$ cat config.mk
export PLATFORM = sky130hd
export DESIGN_NAME = serial_channel_zero_uart
export DESIGN_NICKNAME = d
export VERILOG_FILES = /design/src/serial_channel_zero_uart.v
export VERILOG_INCLUDE_DIRS = /design/src
export SDC_FILE = /design/constraint.sdc
export NUM_CORES = 1
export LEC_CHECK = 0
export BUFFER_PORTS_ARGS = -buffer_cell sky130_fd_sc_hd__buf_2
export CAP_MARGIN = 10
export CORE_ASPECT_RATIO = 1.75
export CORE_MARGIN = 3
export CORE_UTILIZATION = 45
export CTS_CLUSTER_DIAMETER = 80
export DETAILED_ROUTE_END_ITERATION = 16
export GPL_TIMING_DRIVEN = 0
export PLACE_DENSITY = 0.61
export RECOVER_POWER = 100
export SETUP_SLACK_MARGIN = 0.05
export SLEW_MARGIN = 30
export SYNTH_ARGS = -nofsm -noshare
export SYNTH_HDL_FRONTEND = slang
export SYNTH_SLANG_ARGS = --single-unit
$ cat constraint.sdc
create_clock -name clk_sys -period 2.41 [get_ports clk_sys]
set_input_delay 0.3615 -clock clk_sys [delete_from_list [all_inputs] [get_ports clk_sys]]
set_output_delay 0.3615 -clock clk_sys [all_outputs]
set_load 0.05 [all_outputs]
$ cat src/serial_channel_map.vh
// Register map, field positions, reset values and timing counts of serial channel zero
`ifndef SERIAL_CHANNEL_MAP_VH
`define SERIAL_CHANNEL_MAP_VH

// Register addresses
`define ADDR_POWER_CONTROL    8'h87
`define ADDR_SERIAL_CONTROL   8'h98
`define ADDR_SERIAL_BUFFER    8'h99
`define ADDR_BAUD_RELOAD_LOW  8'haa
`define ADDR_BAUD_RELOAD_HIGH 8'hba
`define ADDR_CONVERTER_CTRL0  8'hd8

// Field positions in serial_control
`define BIT_MODE_SELECT_HIGH  7
`define BIT_MODE_SELECT_LOW   6
`define BIT_MULTIPROC_ENABLE  5
`define BIT_RECEIVER_ENABLE   4
`define BIT_TX_NINTH_BIT      3
`define BIT_RX_NINTH_BIT      2
`define BIT_TX_DONE_FLAG      1
`define BIT_RX_DONE_FLAG      0

// Field positions in other registers
`define BIT_RATE_DOUBLE       7
`define BIT_GENERATOR_SELECT  7

// Reset values
`define RST_POWER_CONTROL     8'h00
`define RST_SERIAL_CONTROL    8'h00
`define RST_CONVERTER_CTRL0   8'h00
`define RST_BAUD_RELOAD_LOW   8'hd9
`define RST_BAUD_RELOAD_HIGH  2'h3

// Timing counts in oscillator cycles, oversampling ratio in ticks per bit
`define SHIFT_DIVIDE          12
`define LEGACY_DIVIDE         2496
`define OVERSAMPLE            16

`endif

$ cat src/serial_channel_zero_uart.v
// Serial channel zero: shift register mode and 8/9-bit asynchronous modes with baud generation
//
// Functional notes
// - 9-bit frame: start, 8 data, ninth, stop
// - Send tx ninth bit, store received ninth
// - Mode 3 equals mode 2 except rate
// - Buffer write starts a transmission
// - Mode 0 receive when flag clear, enabled
// - Async receive on start bit when enabled
// - Done flags set at stop bit start (tx) or centre (rx), at end in mode 0, pollable
// - Two mode bits select four modes
// - Buffer write transmits, read gives receive register
// - Multiproc: receive flag only if ninth one
// - Multiproc ignored mode 0, checks stop mode 1
// - Async logic runs at sixteen times baud
// - Mode 0 shifts at oscillator over twelve
// - Mode 2 rate oscillator over 64 or 32
// - Rate double bit doubles modes 1-3
// - Generator select picks dedicated or timer one
// - Timer one overflow over 32, doubled
// - New generator: 10-bit timer at half oscillator
// - Overflow reloads from both reload registers
// - Low reload write reloads timer immediately
// - New rate from reload value formula
// - Generator select also starts baud timer
//
// Local design decision: strobed register access.
`timescale 1ns/1ps
`include "serial_channel_map.vh"

module serial_channel_zero_uart #(
  parameter LEGACY_GENERATOR = 0  // Nonzero selects the fixed 2496 prescaler
) (
  // Clock and reset
  input  wire       clk_sys,
  input  wire       rst,
  // Register port
  input  wire [7:0] addr,
  input  wire [7:0] wdata,
  input  wire       wr,
  input  wire       rd,
  output reg  [7:0] rdata,
  // Timer one overflow pulse, same clock
  input  wire       timer_one_overflow,
  // Serial lines
  output reg        serial_out_line,
  input  wire       serial_in_line,
  output reg        serial_in_drive,
  output reg        serial_in_oe_n,
  // Channel request
  output reg        channel_request
);

  localparam [1:0] RX_IDLE = 2'b01;  // One-hot receiver states
  localparam [1:0] RX_RUN  = 2'b10;
  localparam integer LEGACY_FULL   = (`LEGACY_DIVIDE / 32) - 1;  // Base tick period minus one
  localparam [6:0]   LEGACY_CYCLES = LEGACY_FULL[6:0];           // Cut to the prescaler width
  localparam integer M0_HALF_FULL  = `SHIFT_DIVIDE / 2;          // Shift clock low phase length
  localparam [3:0]   M0_HALF       = M0_HALF_FULL[3:0];          // Cut to the bit counter width
  localparam integer M0_LAST_FULL  = `SHIFT_DIVIDE - 1;          // Last count of a shift bit
  localparam [3:0]   M0_LAST       = M0_LAST_FULL[3:0];          // Cut to the bit counter width

  // Software registers
  reg  [7:0] power_control;           // Rate double in bit 7
  reg  [7:0] converter_control_zero;  // Generator select in bit 7
  reg  [7:0] baud_reload_low;         // Low reload byte
  reg  [1:0] baud_reload_high;        // Upper two reload bits
  reg  [7:0] rx_buffer;               // Receive register
  reg        mode_select_high;
  reg        mode_select_low;
  reg        multiproc_enable;
  reg        receiver_enable;
  reg        tx_ninth_bit;
  reg        rx_ninth_bit;
  reg        tx_done_flag;
  reg        rx_done_flag;

  // Baud generation
  reg        osc_half;                // Toggles each cycle
  reg  [9:0] baud_timer;              // New 10-bit baud timer
  reg  [6:0] legacy_count;            // Legacy prescaler count
  reg        rate_half;               // Halves base tick when not doubled

  // Transmitter
  reg        tx_busy;
  reg [10:0] tx_shift;                // Current bit in bit 0
  reg  [3:0] tx_phase;
  reg  [3:0] tx_bit;
  reg  [3:0] tx_last;

  // Receiver
  reg        rx_sync1;                // Pin synchroniser first stage
  reg        rx_sync2;                // Pin synchroniser second stage
  reg        rx_prev;                 // Level seen at previous 16x tick
  reg  [1:0] rx_state;
  reg  [3:0] rx_phase;
  reg  [3:0] rx_bit;
  reg  [8:0] rx_shift;

  // Mode 0 shift engine
  reg        m0_active;
  reg        m0_rx;
  reg  [3:0] m0_count;
  reg  [2:0] m0_bits;
  reg  [7:0] m0_shift;

  // Decoded controls
  wire [1:0] mode        = {mode_select_high, mode_select_low};
  wire       mode0       = (mode == 2'b00);
  wire       nine        = mode_select_high;         // Modes 2 and 3
  wire       rate_double = power_control[`BIT_RATE_DOUBLE];
  wire       gen_select  = converter_control_zero[`BIT_GENERATOR_SELECT];
  wire       wr_ctrl     = wr && (addr == `ADDR_SERIAL_CONTROL);
  wire       wr_buf      = wr && (addr == `ADDR_SERIAL_BUFFER);
  wire       wr_rel_low  = wr && (addr == `ADDR_BAUD_RELOAD_LOW);

  // Compares a counter with its terminal value
  function at_end;
    input [3:0] value;
    input [3:0] limit;
    begin
      at_end = (value == limit);
    end
  endfunction

  // Baud sources
  wire       osc_div2    = osc_half;
  wire       new_ovf     = gen_select && osc_half && (baud_timer == 10'h3ff);
  wire       legacy_tick = gen_select && (legacy_count == LEGACY_CYCLES);
  wire       dedicated   = (LEGACY_GENERATOR != 0) ? legacy_tick : new_ovf;
  // Base tick is 32 times baud, or 16 times with rate double
  wire       base_tick   = (mode == 2'b10) ? osc_div2 :
                           (gen_select ? dedicated : timer_one_overflow);
  wire       tick16      = !mode0 && base_tick && (rate_double || rate_half);

  // Oscillator halving and rate halving stage
  always @(posedge clk_sys) begin
    if (rst) begin
      osc_half  <= 1'b0;
      rate_half <= 1'b0;
    end else begin
      osc_half <= ~osc_half;
      if (base_tick) begin
        rate_half <= ~rate_half;
      end
    end
  end

  // New baud timer: counts at half oscillator while selected, reloads on overflow or write
  always @(posedge clk_sys) begin
    if (rst) begin
      baud_timer <= {`RST_BAUD_RELOAD_HIGH, `RST_BAUD_RELOAD_LOW};
    end else if (wr_rel_low) begin
      baud_timer <= {baud_reload_high, wdata};
    end else if (new_ovf) begin
      baud_timer <= {baud_reload_high, baud_reload_low};
    end else if (gen_select && osc_half) begin
      baud_timer <= baud_timer + 10'h001;
    end
  end

  // Legacy fixed prescaler
  always @(posedge clk_sys) begin
    if (rst || !gen_select || legacy_tick) begin
      legacy_count <= 7'h00;
    end else begin
      legacy_count <= legacy_count + 7'h01;
    end
  end

  // Receive pin synchroniser
  always @(posedge clk_sys) begin
    if (rst) begin
      rx_sync1 <= 1'b1;
      rx_sync2 <= 1'b1;
    end else begin
      rx_sync1 <= serial_in_line;
      rx_sync2 <= rx_sync1;
    end
  end

  // Completion events of the engines
  wire tx_stop_start = tick16 && tx_busy && at_end(tx_phase, 4'hf) && at_end(tx_bit + 4'h1, tx_last);
  wire rx_sample     = tick16 && (rx_state == RX_RUN) && at_end(rx_phase, 4'h7);
  wire rx_stop_bit   = rx_sample && at_end(rx_bit, nine ? 4'ha : 4'h9);
  wire rx_ninth_val  = nine ? rx_shift[8] : rx_sync2;         // Stop bit in mode 1
  wire rx_accept     = rx_stop_bit && !rx_done_flag && (!multiproc_enable || rx_ninth_val);
  wire m0_bit_end    = m0_active && at_end(m0_count, M0_LAST);
  wire m0_done       = m0_bit_end && (m0_bits == 3'h7);
  wire m0_start_rx   = mode0 && receiver_enable && !rx_done_flag && !m0_active && !wr_buf;

  // Asynchronous transmitter
  always @(posedge clk_sys) begin
    if (rst) begin
      tx_busy  <= 1'b0;
      tx_shift <= 11'h7ff;
      tx_phase <= 4'h0;
      tx_bit   <= 4'h0;
      tx_last  <= 4'h9;
    end else if (wr_buf && !mode0) begin
      // Frame: stop, ninth or stop, data LSB first, start
      tx_busy  <= 1'b1;
      tx_shift <= nine ? {1'b1, tx_ninth_bit, wdata, 1'b0} : {2'b11, wdata, 1'b0};
      tx_phase <= 4'h0;
      tx_bit   <= 4'h0;
      tx_last  <= nine ? 4'ha : 4'h9;
    end else if (tick16 && tx_busy) begin
      tx_phase <= tx_phase + 4'h1;
      if (at_end(tx_phase, 4'hf)) begin
        tx_shift <= {1'b1, tx_shift[10:1]};
        tx_bit   <= tx_bit + 4'h1;
        if (at_end(tx_bit, tx_last)) begin
          tx_busy <= 1'b0;
        end
      end
    end
  end

  // Asynchronous receiver
  always @(posedge clk_sys) begin
    if (rst) begin
      rx_state <= RX_IDLE;
      rx_prev  <= 1'b1;
      rx_phase <= 4'h0;
      rx_bit   <= 4'h0;
      rx_shift <= 9'h000;
    end else if (tick16) begin
      rx_prev <= rx_sync2;
      case (rx_state)
        RX_IDLE: begin
          // Falling edge on the line starts a frame
          if (receiver_enable && rx_prev && !rx_sync2) begin
            rx_state <= RX_RUN;
            rx_phase <= 4'h0;
            rx_bit   <= 4'h0;
          end
        end
        RX_RUN: begin
          rx_phase <= rx_phase + 4'h1;
          if (at_end(rx_phase, 4'h7)) begin
            // Centre of bit
            if (at_end(rx_bit, 4'h0) && rx_sync2) begin
              rx_state <= RX_IDLE;                            // False start
            end else if (rx_stop_bit) begin
              rx_state <= RX_IDLE;
            end else if (!at_end(rx_bit, 4'h0)) begin
              rx_shift <= {rx_sync2, rx_shift[8:1]};
            end
            rx_bit <= rx_bit + 4'h1;
          end
        end
        default: begin
          rx_state <= RX_IDLE;
        end
      endcase
    end
  end

  // Mode 0 shift engine, twelve oscillator cycles per bit
  always @(posedge clk_sys) begin
    if (rst) begin
      m0_active <= 1'b0;
      m0_rx     <= 1'b0;
      m0_count  <= 4'h0;
      m0_bits   <= 3'h0;
      m0_shift  <= 8'h00;
    end else if (wr_buf && mode0) begin
      m0_active <= 1'b1;
      m0_rx     <= 1'b0;
      m0_count  <= 4'h0;
      m0_bits   <= 3'h0;
      m0_shift  <= wdata;
    end else if (m0_start_rx) begin
      m0_active <= 1'b1;
      m0_rx     <= 1'b1;
      m0_count  <= 4'h0;
      m0_bits   <= 3'h0;
    end else if (!mode0) begin
      m0_active <= 1'b0;
    end else if (m0_active) begin
      m0_count <= m0_bit_end ? 4'h0 : m0_count + 4'h1;
      // Receive samples at the rising shift clock
      if (m0_rx && at_end(m0_count, M0_HALF)) begin
        m0_shift <= {rx_sync2, m0_shift[7:1]};
      end
      if (m0_bit_end) begin
        m0_bits <= m0_bits + 3'h1;
        if (!m0_rx) begin
          m0_shift <= {1'b0, m0_shift[7:1]};
        end
        if (m0_done) begin
          m0_active <= 1'b0;
        end
      end
    end
  end

  // Serial control register, hardware set wins over software clear
  always @(posedge clk_sys) begin
    if (rst) begin
      {mode_select_high, mode_select_low, multiproc_enable, receiver_enable,
       tx_ninth_bit, rx_ninth_bit, tx_done_flag, rx_done_flag} <= `RST_SERIAL_CONTROL;
      rx_buffer <= 8'h00;
    end else begin
      if (wr_ctrl) begin
        mode_select_high <= wdata[`BIT_MODE_SELECT_HIGH];
        mode_select_low  <= wdata[`BIT_MODE_SELECT_LOW];
        multiproc_enable <= wdata[`BIT_MULTIPROC_ENABLE];
        receiver_enable  <= wdata[`BIT_RECEIVER_ENABLE];
        tx_ninth_bit     <= wdata[`BIT_TX_NINTH_BIT];
      end
      // Ninth bit: received bit, or stop bit in mode 1
      if (rx_accept) begin
        rx_ninth_bit <= rx_ninth_val;
        rx_buffer    <= nine ? rx_shift[7:0] : rx_shift[8:1];
      end else if (wr_ctrl) begin
        rx_ninth_bit <= wdata[`BIT_RX_NINTH_BIT];
      end
      if (m0_done && m0_rx) begin
        rx_buffer <= m0_shift;
      end
      // Done flags
      if (tx_stop_start || (m0_done && !m0_rx)) begin
        tx_done_flag <= 1'b1;
      end else if (wr_ctrl) begin
        tx_done_flag <= wdata[`BIT_TX_DONE_FLAG];
      end
      if (rx_accept || (m0_done && m0_rx)) begin
        rx_done_flag <= 1'b1;
      end else if (wr_ctrl) begin
        rx_done_flag <= wdata[`BIT_RX_DONE_FLAG];
      end
    end
  end

  // Other software registers
  always @(posedge clk_sys) begin
    if (rst) begin
      power_control          <= `RST_POWER_CONTROL;
      converter_control_zero <= `RST_CONVERTER_CTRL0;
      baud_reload_low        <= `RST_BAUD_RELOAD_LOW;
      baud_reload_high       <= `RST_BAUD_RELOAD_HIGH;
    end else if (wr) begin
      case (addr)
        `ADDR_POWER_CONTROL:    power_control          <= wdata;
        `ADDR_CONVERTER_CTRL0:  converter_control_zero <= wdata;
        `ADDR_BAUD_RELOAD_LOW:  baud_reload_low        <= wdata;
        `ADDR_BAUD_RELOAD_HIGH: baud_reload_high       <= wdata[1:0];
        default:                power_control          <= power_control;
      endcase
    end
  end

  // Read data, valid the cycle after the strobe
  always @(posedge clk_sys) begin
    if (rst) begin
      rdata <= 8'h00;
    end else if (rd) begin
      case (addr)
        `ADDR_POWER_CONTROL:    rdata <= power_control;
        `ADDR_SERIAL_CONTROL:   rdata <= {mode_select_high, mode_select_low, multiproc_enable, receiver_enable,
                                          tx_ninth_bit, rx_ninth_bit, tx_done_flag, rx_done_flag};
        `ADDR_SERIAL_BUFFER:    rdata <= rx_buffer;
        `ADDR_BAUD_RELOAD_LOW:  rdata <= baud_reload_low;
        `ADDR_BAUD_RELOAD_HIGH: rdata <= {6'h00, baud_reload_high};
        `ADDR_CONVERTER_CTRL0:  rdata <= converter_control_zero;
        default:                rdata <= 8'h00;
      endcase
    end else begin
      rdata <= 8'h00;
    end
  end

  // Pin drivers and request, all registered
  always @(posedge clk_sys) begin
    if (rst) begin
      serial_out_line <= 1'b1;
      serial_in_drive <= 1'b1;
      serial_in_oe_n  <= 1'b1;
      channel_request <= 1'b0;
    end else begin
      channel_request <= tx_done_flag || rx_done_flag;
      if (mode0) begin
        // Shift clock low for first half of each bit
        serial_out_line <= !(m0_active && (m0_count < M0_HALF));
        serial_in_drive <= m0_active ? m0_shift[0] : 1'b1;
        serial_in_oe_n  <= !(m0_active && !m0_rx);
      end else begin
        serial_out_line <= tx_busy ? tx_shift[0] : 1'b1;
        serial_in_drive <= 1'b1;
        serial_in_oe_n  <= 1'b1;
      end
    end
  end

endmodule // serial_channel_zero_uart

==> summary.md <==
| Metric | Value |
|---|---|
| Status | `finished clean` |
| Most common cell after layout, fill and taps aside | `dfxtp_1` |
| Skew final | `between 0.008 and 0.009 ns` |
| First-pass iteration count of the detailed router | `5` |
| Ant. Diodes | `0` |
| Hold buffers post-CTS | `0` |
| Fmax | `between 400 and 500 MHz` |
| Final Non-Filler Cells | `965` |
| Initial DRC count | `approximately 500` |
| Worst-margin pin slew | `0.801 ns` |
| IO buf count | `32` |
| Height of the die | `162 µm` |
| Total CTS buffers | `17` |
| Tot GR Track Use | `approximately a quarter` |
| Starting Density | `between 40 and 50%` |
| R2R Setup Slk | `0.18 ns` |
| Core Area | `~0.013 mm²` |
| Setup CP Type | `register to register` |
| Ys async rst share | `0%` |
| Arrival time worst endpoint | `approximately 2.5 ns` |
| Root Buffer | `clkbuf_16` |
| Clk slew on worst S/H paths | `0.06 ns` |
| Global route overflow | `0` |
| Placed instance count | `between 900 and 1000` |
| Clock buffer depth | `2` |
| Row count | `56` |
| Hold Crit Class | `input port to register` |
| Place WS | `-0.249 ns` |
| Distinct cells, synth | `slightly above 80` |
| Post-synthesis cell count | `724` |
| Critical Path Sink Type | `register` |
| Seq/Total Area, Yosys | `around two fifths` |
| Residual DRC count | `0` |
| Tmin final | `~2.2 ns` |
| Post-Syn Nets | `756` |
| Layout cell share with drive strength beyond 1 | `approximately an eighth` |
| Crit start category | `register` |
| Yosys warns | `0` |
| Hold violation count in the final report | `0` |
| Predominant post-synthesis flop cell | `dfxtp_1` |
| Detail Placement HPWL | `between 10000 and 15000 µm` |
| Die area | `0.0153 mm²` |
| Final wirelength | `roughly 19000 µm` |
| Mapped cell area | `slightly above 0.006 mm²` |
| H-Tree Depth | `4` |
| Vias in the first global route | `around 6000` |
| Max FO, Critical Path | `10` |
| Initial antenna violation count | `0` |
| Most frequent cells in the layout | `126 x dfxtp_1, 85 x a21oi_1, 84 x nand2_1, 56 x nor2_1` |
| Final worst slack | `roughly 0.18 ns` |
| Slew margin rel. | `46.1%` |
| Io pins | `34` |
| Die extent in x | `94.9 µm` |
| Post-DR wirelength/cell | `approximately 20 µm` |
| Synth area leader | `dfxtp_1` |
| Vias per cell | `between 6 and 7` |
| VDD IR-drop max | `about 480 µV` |
| Setup Viol. Count Final | `0` |
| Largest net degree at the start of global routing | `17` |
| Pleak | `between 2 and 3 nW` |
| Detailed-route via count | `~6000` |
| Crit share post-route | `about 90%` |
| CTS tree | `yes` |
| Unrepaired setup endpoints after global routing | `no` |
| Top cell type's share of synthesized area | `40.5%` |
| Cell Pwr Density | `668 mW/mm²` |
| Avg Cell Area, Syn | `8.59 µm²` |
| Post-synth EDFFs | `0` |
| Worst-skew pair later-pin latency | `0.43 ns` |
| Routability Congestion | `roughly 0.93` |
| First-pass GRT wire length | `between 30000 and 40000 µm` |
| Final Max Slew Viols | `0` |
| Setup TNS | `0 ns` |
| Routed Antenna Nets | `0` |
| Area grow syn2layout | `15.6%` |
| CP required | `roughly 2.7 ns` |
| Fin nets | `just over 800` |
| CTS sink cnt | `126` |
| Largest cells by area after synthesis | `dfxtp_1 41%, a21oi_1 6.8%, nand2_1 5.1%, mux2i_1 5.0%, nor2_1 3.4%` |
| Total of max-cap violations | `0` |
| Number of synthesized register bits | `126` |
layer usage:
metal | wire length (µm) | up-vias | track usage (%)
li1 | - | 2796 | -
met1 | 7160 | 2782 | 28.2
met2 | 9840 | 219 | 45.6
met3 | 975 | 69 | 4.71
met4 | 1160 | 0 | 16.0
met5 | 0 | - | 0
sequential cells by signal, summed over array words and instances (netlist names), 2 cells and up:
signal                  flops
rx_buffer                   8
m0_count                    4
rx_phase                    4
baud_timer                 10
tx_shift                   10
baud_reload_high            2
tx_last                     2
tx_bit                      4
rx_shift                    9
rdata                       8
m0_bits                     3
tx_phase                    4
power_control               8
converter_control_zero      8
m0_shift                    8
rx_bit                      4
baud_reload_low             8
rx_state                    2
worst paths after layout:
| path | startpoint | to | depth (start not counted) |
|---|---|---|---|
| setup / recovery | converter_control_zero[7] | rx_state[0] | 6 |
| hold / removal | serial_in_line | rx_sync1 | 2 |
| setup reg to reg | converter_control_zero[7] | rx_state[0] | 6 |
| hold reg to reg | rx_sync1 | rx_sync2 | 1 |
synth_stat cells (3+ instances only):
master and instances:
a22oi_1 9, mux2i_1 31, a222oi_1 5, o211ai_1 6
nor2_1 56, inv_1 7, or2_2 5, and4_1 5
ha_1 10, nand4bb_1 3, nor3b_1 11, a32oi_1 8
nand2_1 84, o21ai_0 29, a21oi_1 85, nand3_1 40
xnor2_1 7, nand4_1 8, a31oi_1 4, a22o_1 7
nand2b_1 5, buf_4 3, xor2_1 9, o31ai_1 4
a21o_1 9, a211o_1 3, buf_2 10, clkbuf_1 26
and2_1 4, and3_1 5, or4_1 5, o311ai_0 8
dfxtp_1 126, or3_1 5, nor3_1 12, a211oi_1 4
a221oi_1 3
through the flow:
stage	instance area [µm²]	utilization, %	hold slack (ns)	power [mW]
global placement	6600	49.1	0.393	2.29
CTS	7190	53.4	0.120	4.82
floorplan	6220	-	0.389	2.21
detailed placement	6600	49.1	0.403	2.29
global route	7190	53.5	0.129	4.92
finish	7190	53.5	0.121	4.81
kinds of logic (layout without fill, tap and decap cells):
group           Yosys count  after routing  share of synthesized area, %
simple gates            280            280                          23.8
mux                      34             34                          5.65
xor+xnor                 16             16                          2.25
fa+ha+maj                10             10                          2.01
compound gates          208            208                          22.1
flops                   126            126                          40.5
buf+inv                  50            117                          3.64
what timing repair did:
action | 4_1_cts | 5_1_grt
resized for setup | 0 | 4
setup endpoints to repair | 0 | 20
setup buffers | 0 | 3
worst max-delay path: stages, from the launching register on:
cell	delay [ns]
dfxtp_1	0.48
and2b_1	0.26
mux2_4	0.33
o211ai_4	0.37
clkbuf_2	0.33
nand3_1	0.15
o311a_1	0.17
report_power, final:
part / internal [mW] / switching [mW] / total (mW) / leakage, nW
Sequential: 2.09 / 0.00725 / 2.10 / 1.02
Combinational: 0.0366 / 0.115 / 0.152 / 1.24
Clock: 1.53 / 1.03 / 2.56 / 0.277
cell type report:
cell class	count	area, µm²
well taps	174	218
inverters	7	26.3
multi-input cells	548	3470
repair buffers	35	175
clock buffers	17	425
flip-flops and latches	126	2520
clock inverters	15	161
fillers	1309	6260
plain buffers	43	196
(Power assumes the default switching activity.)
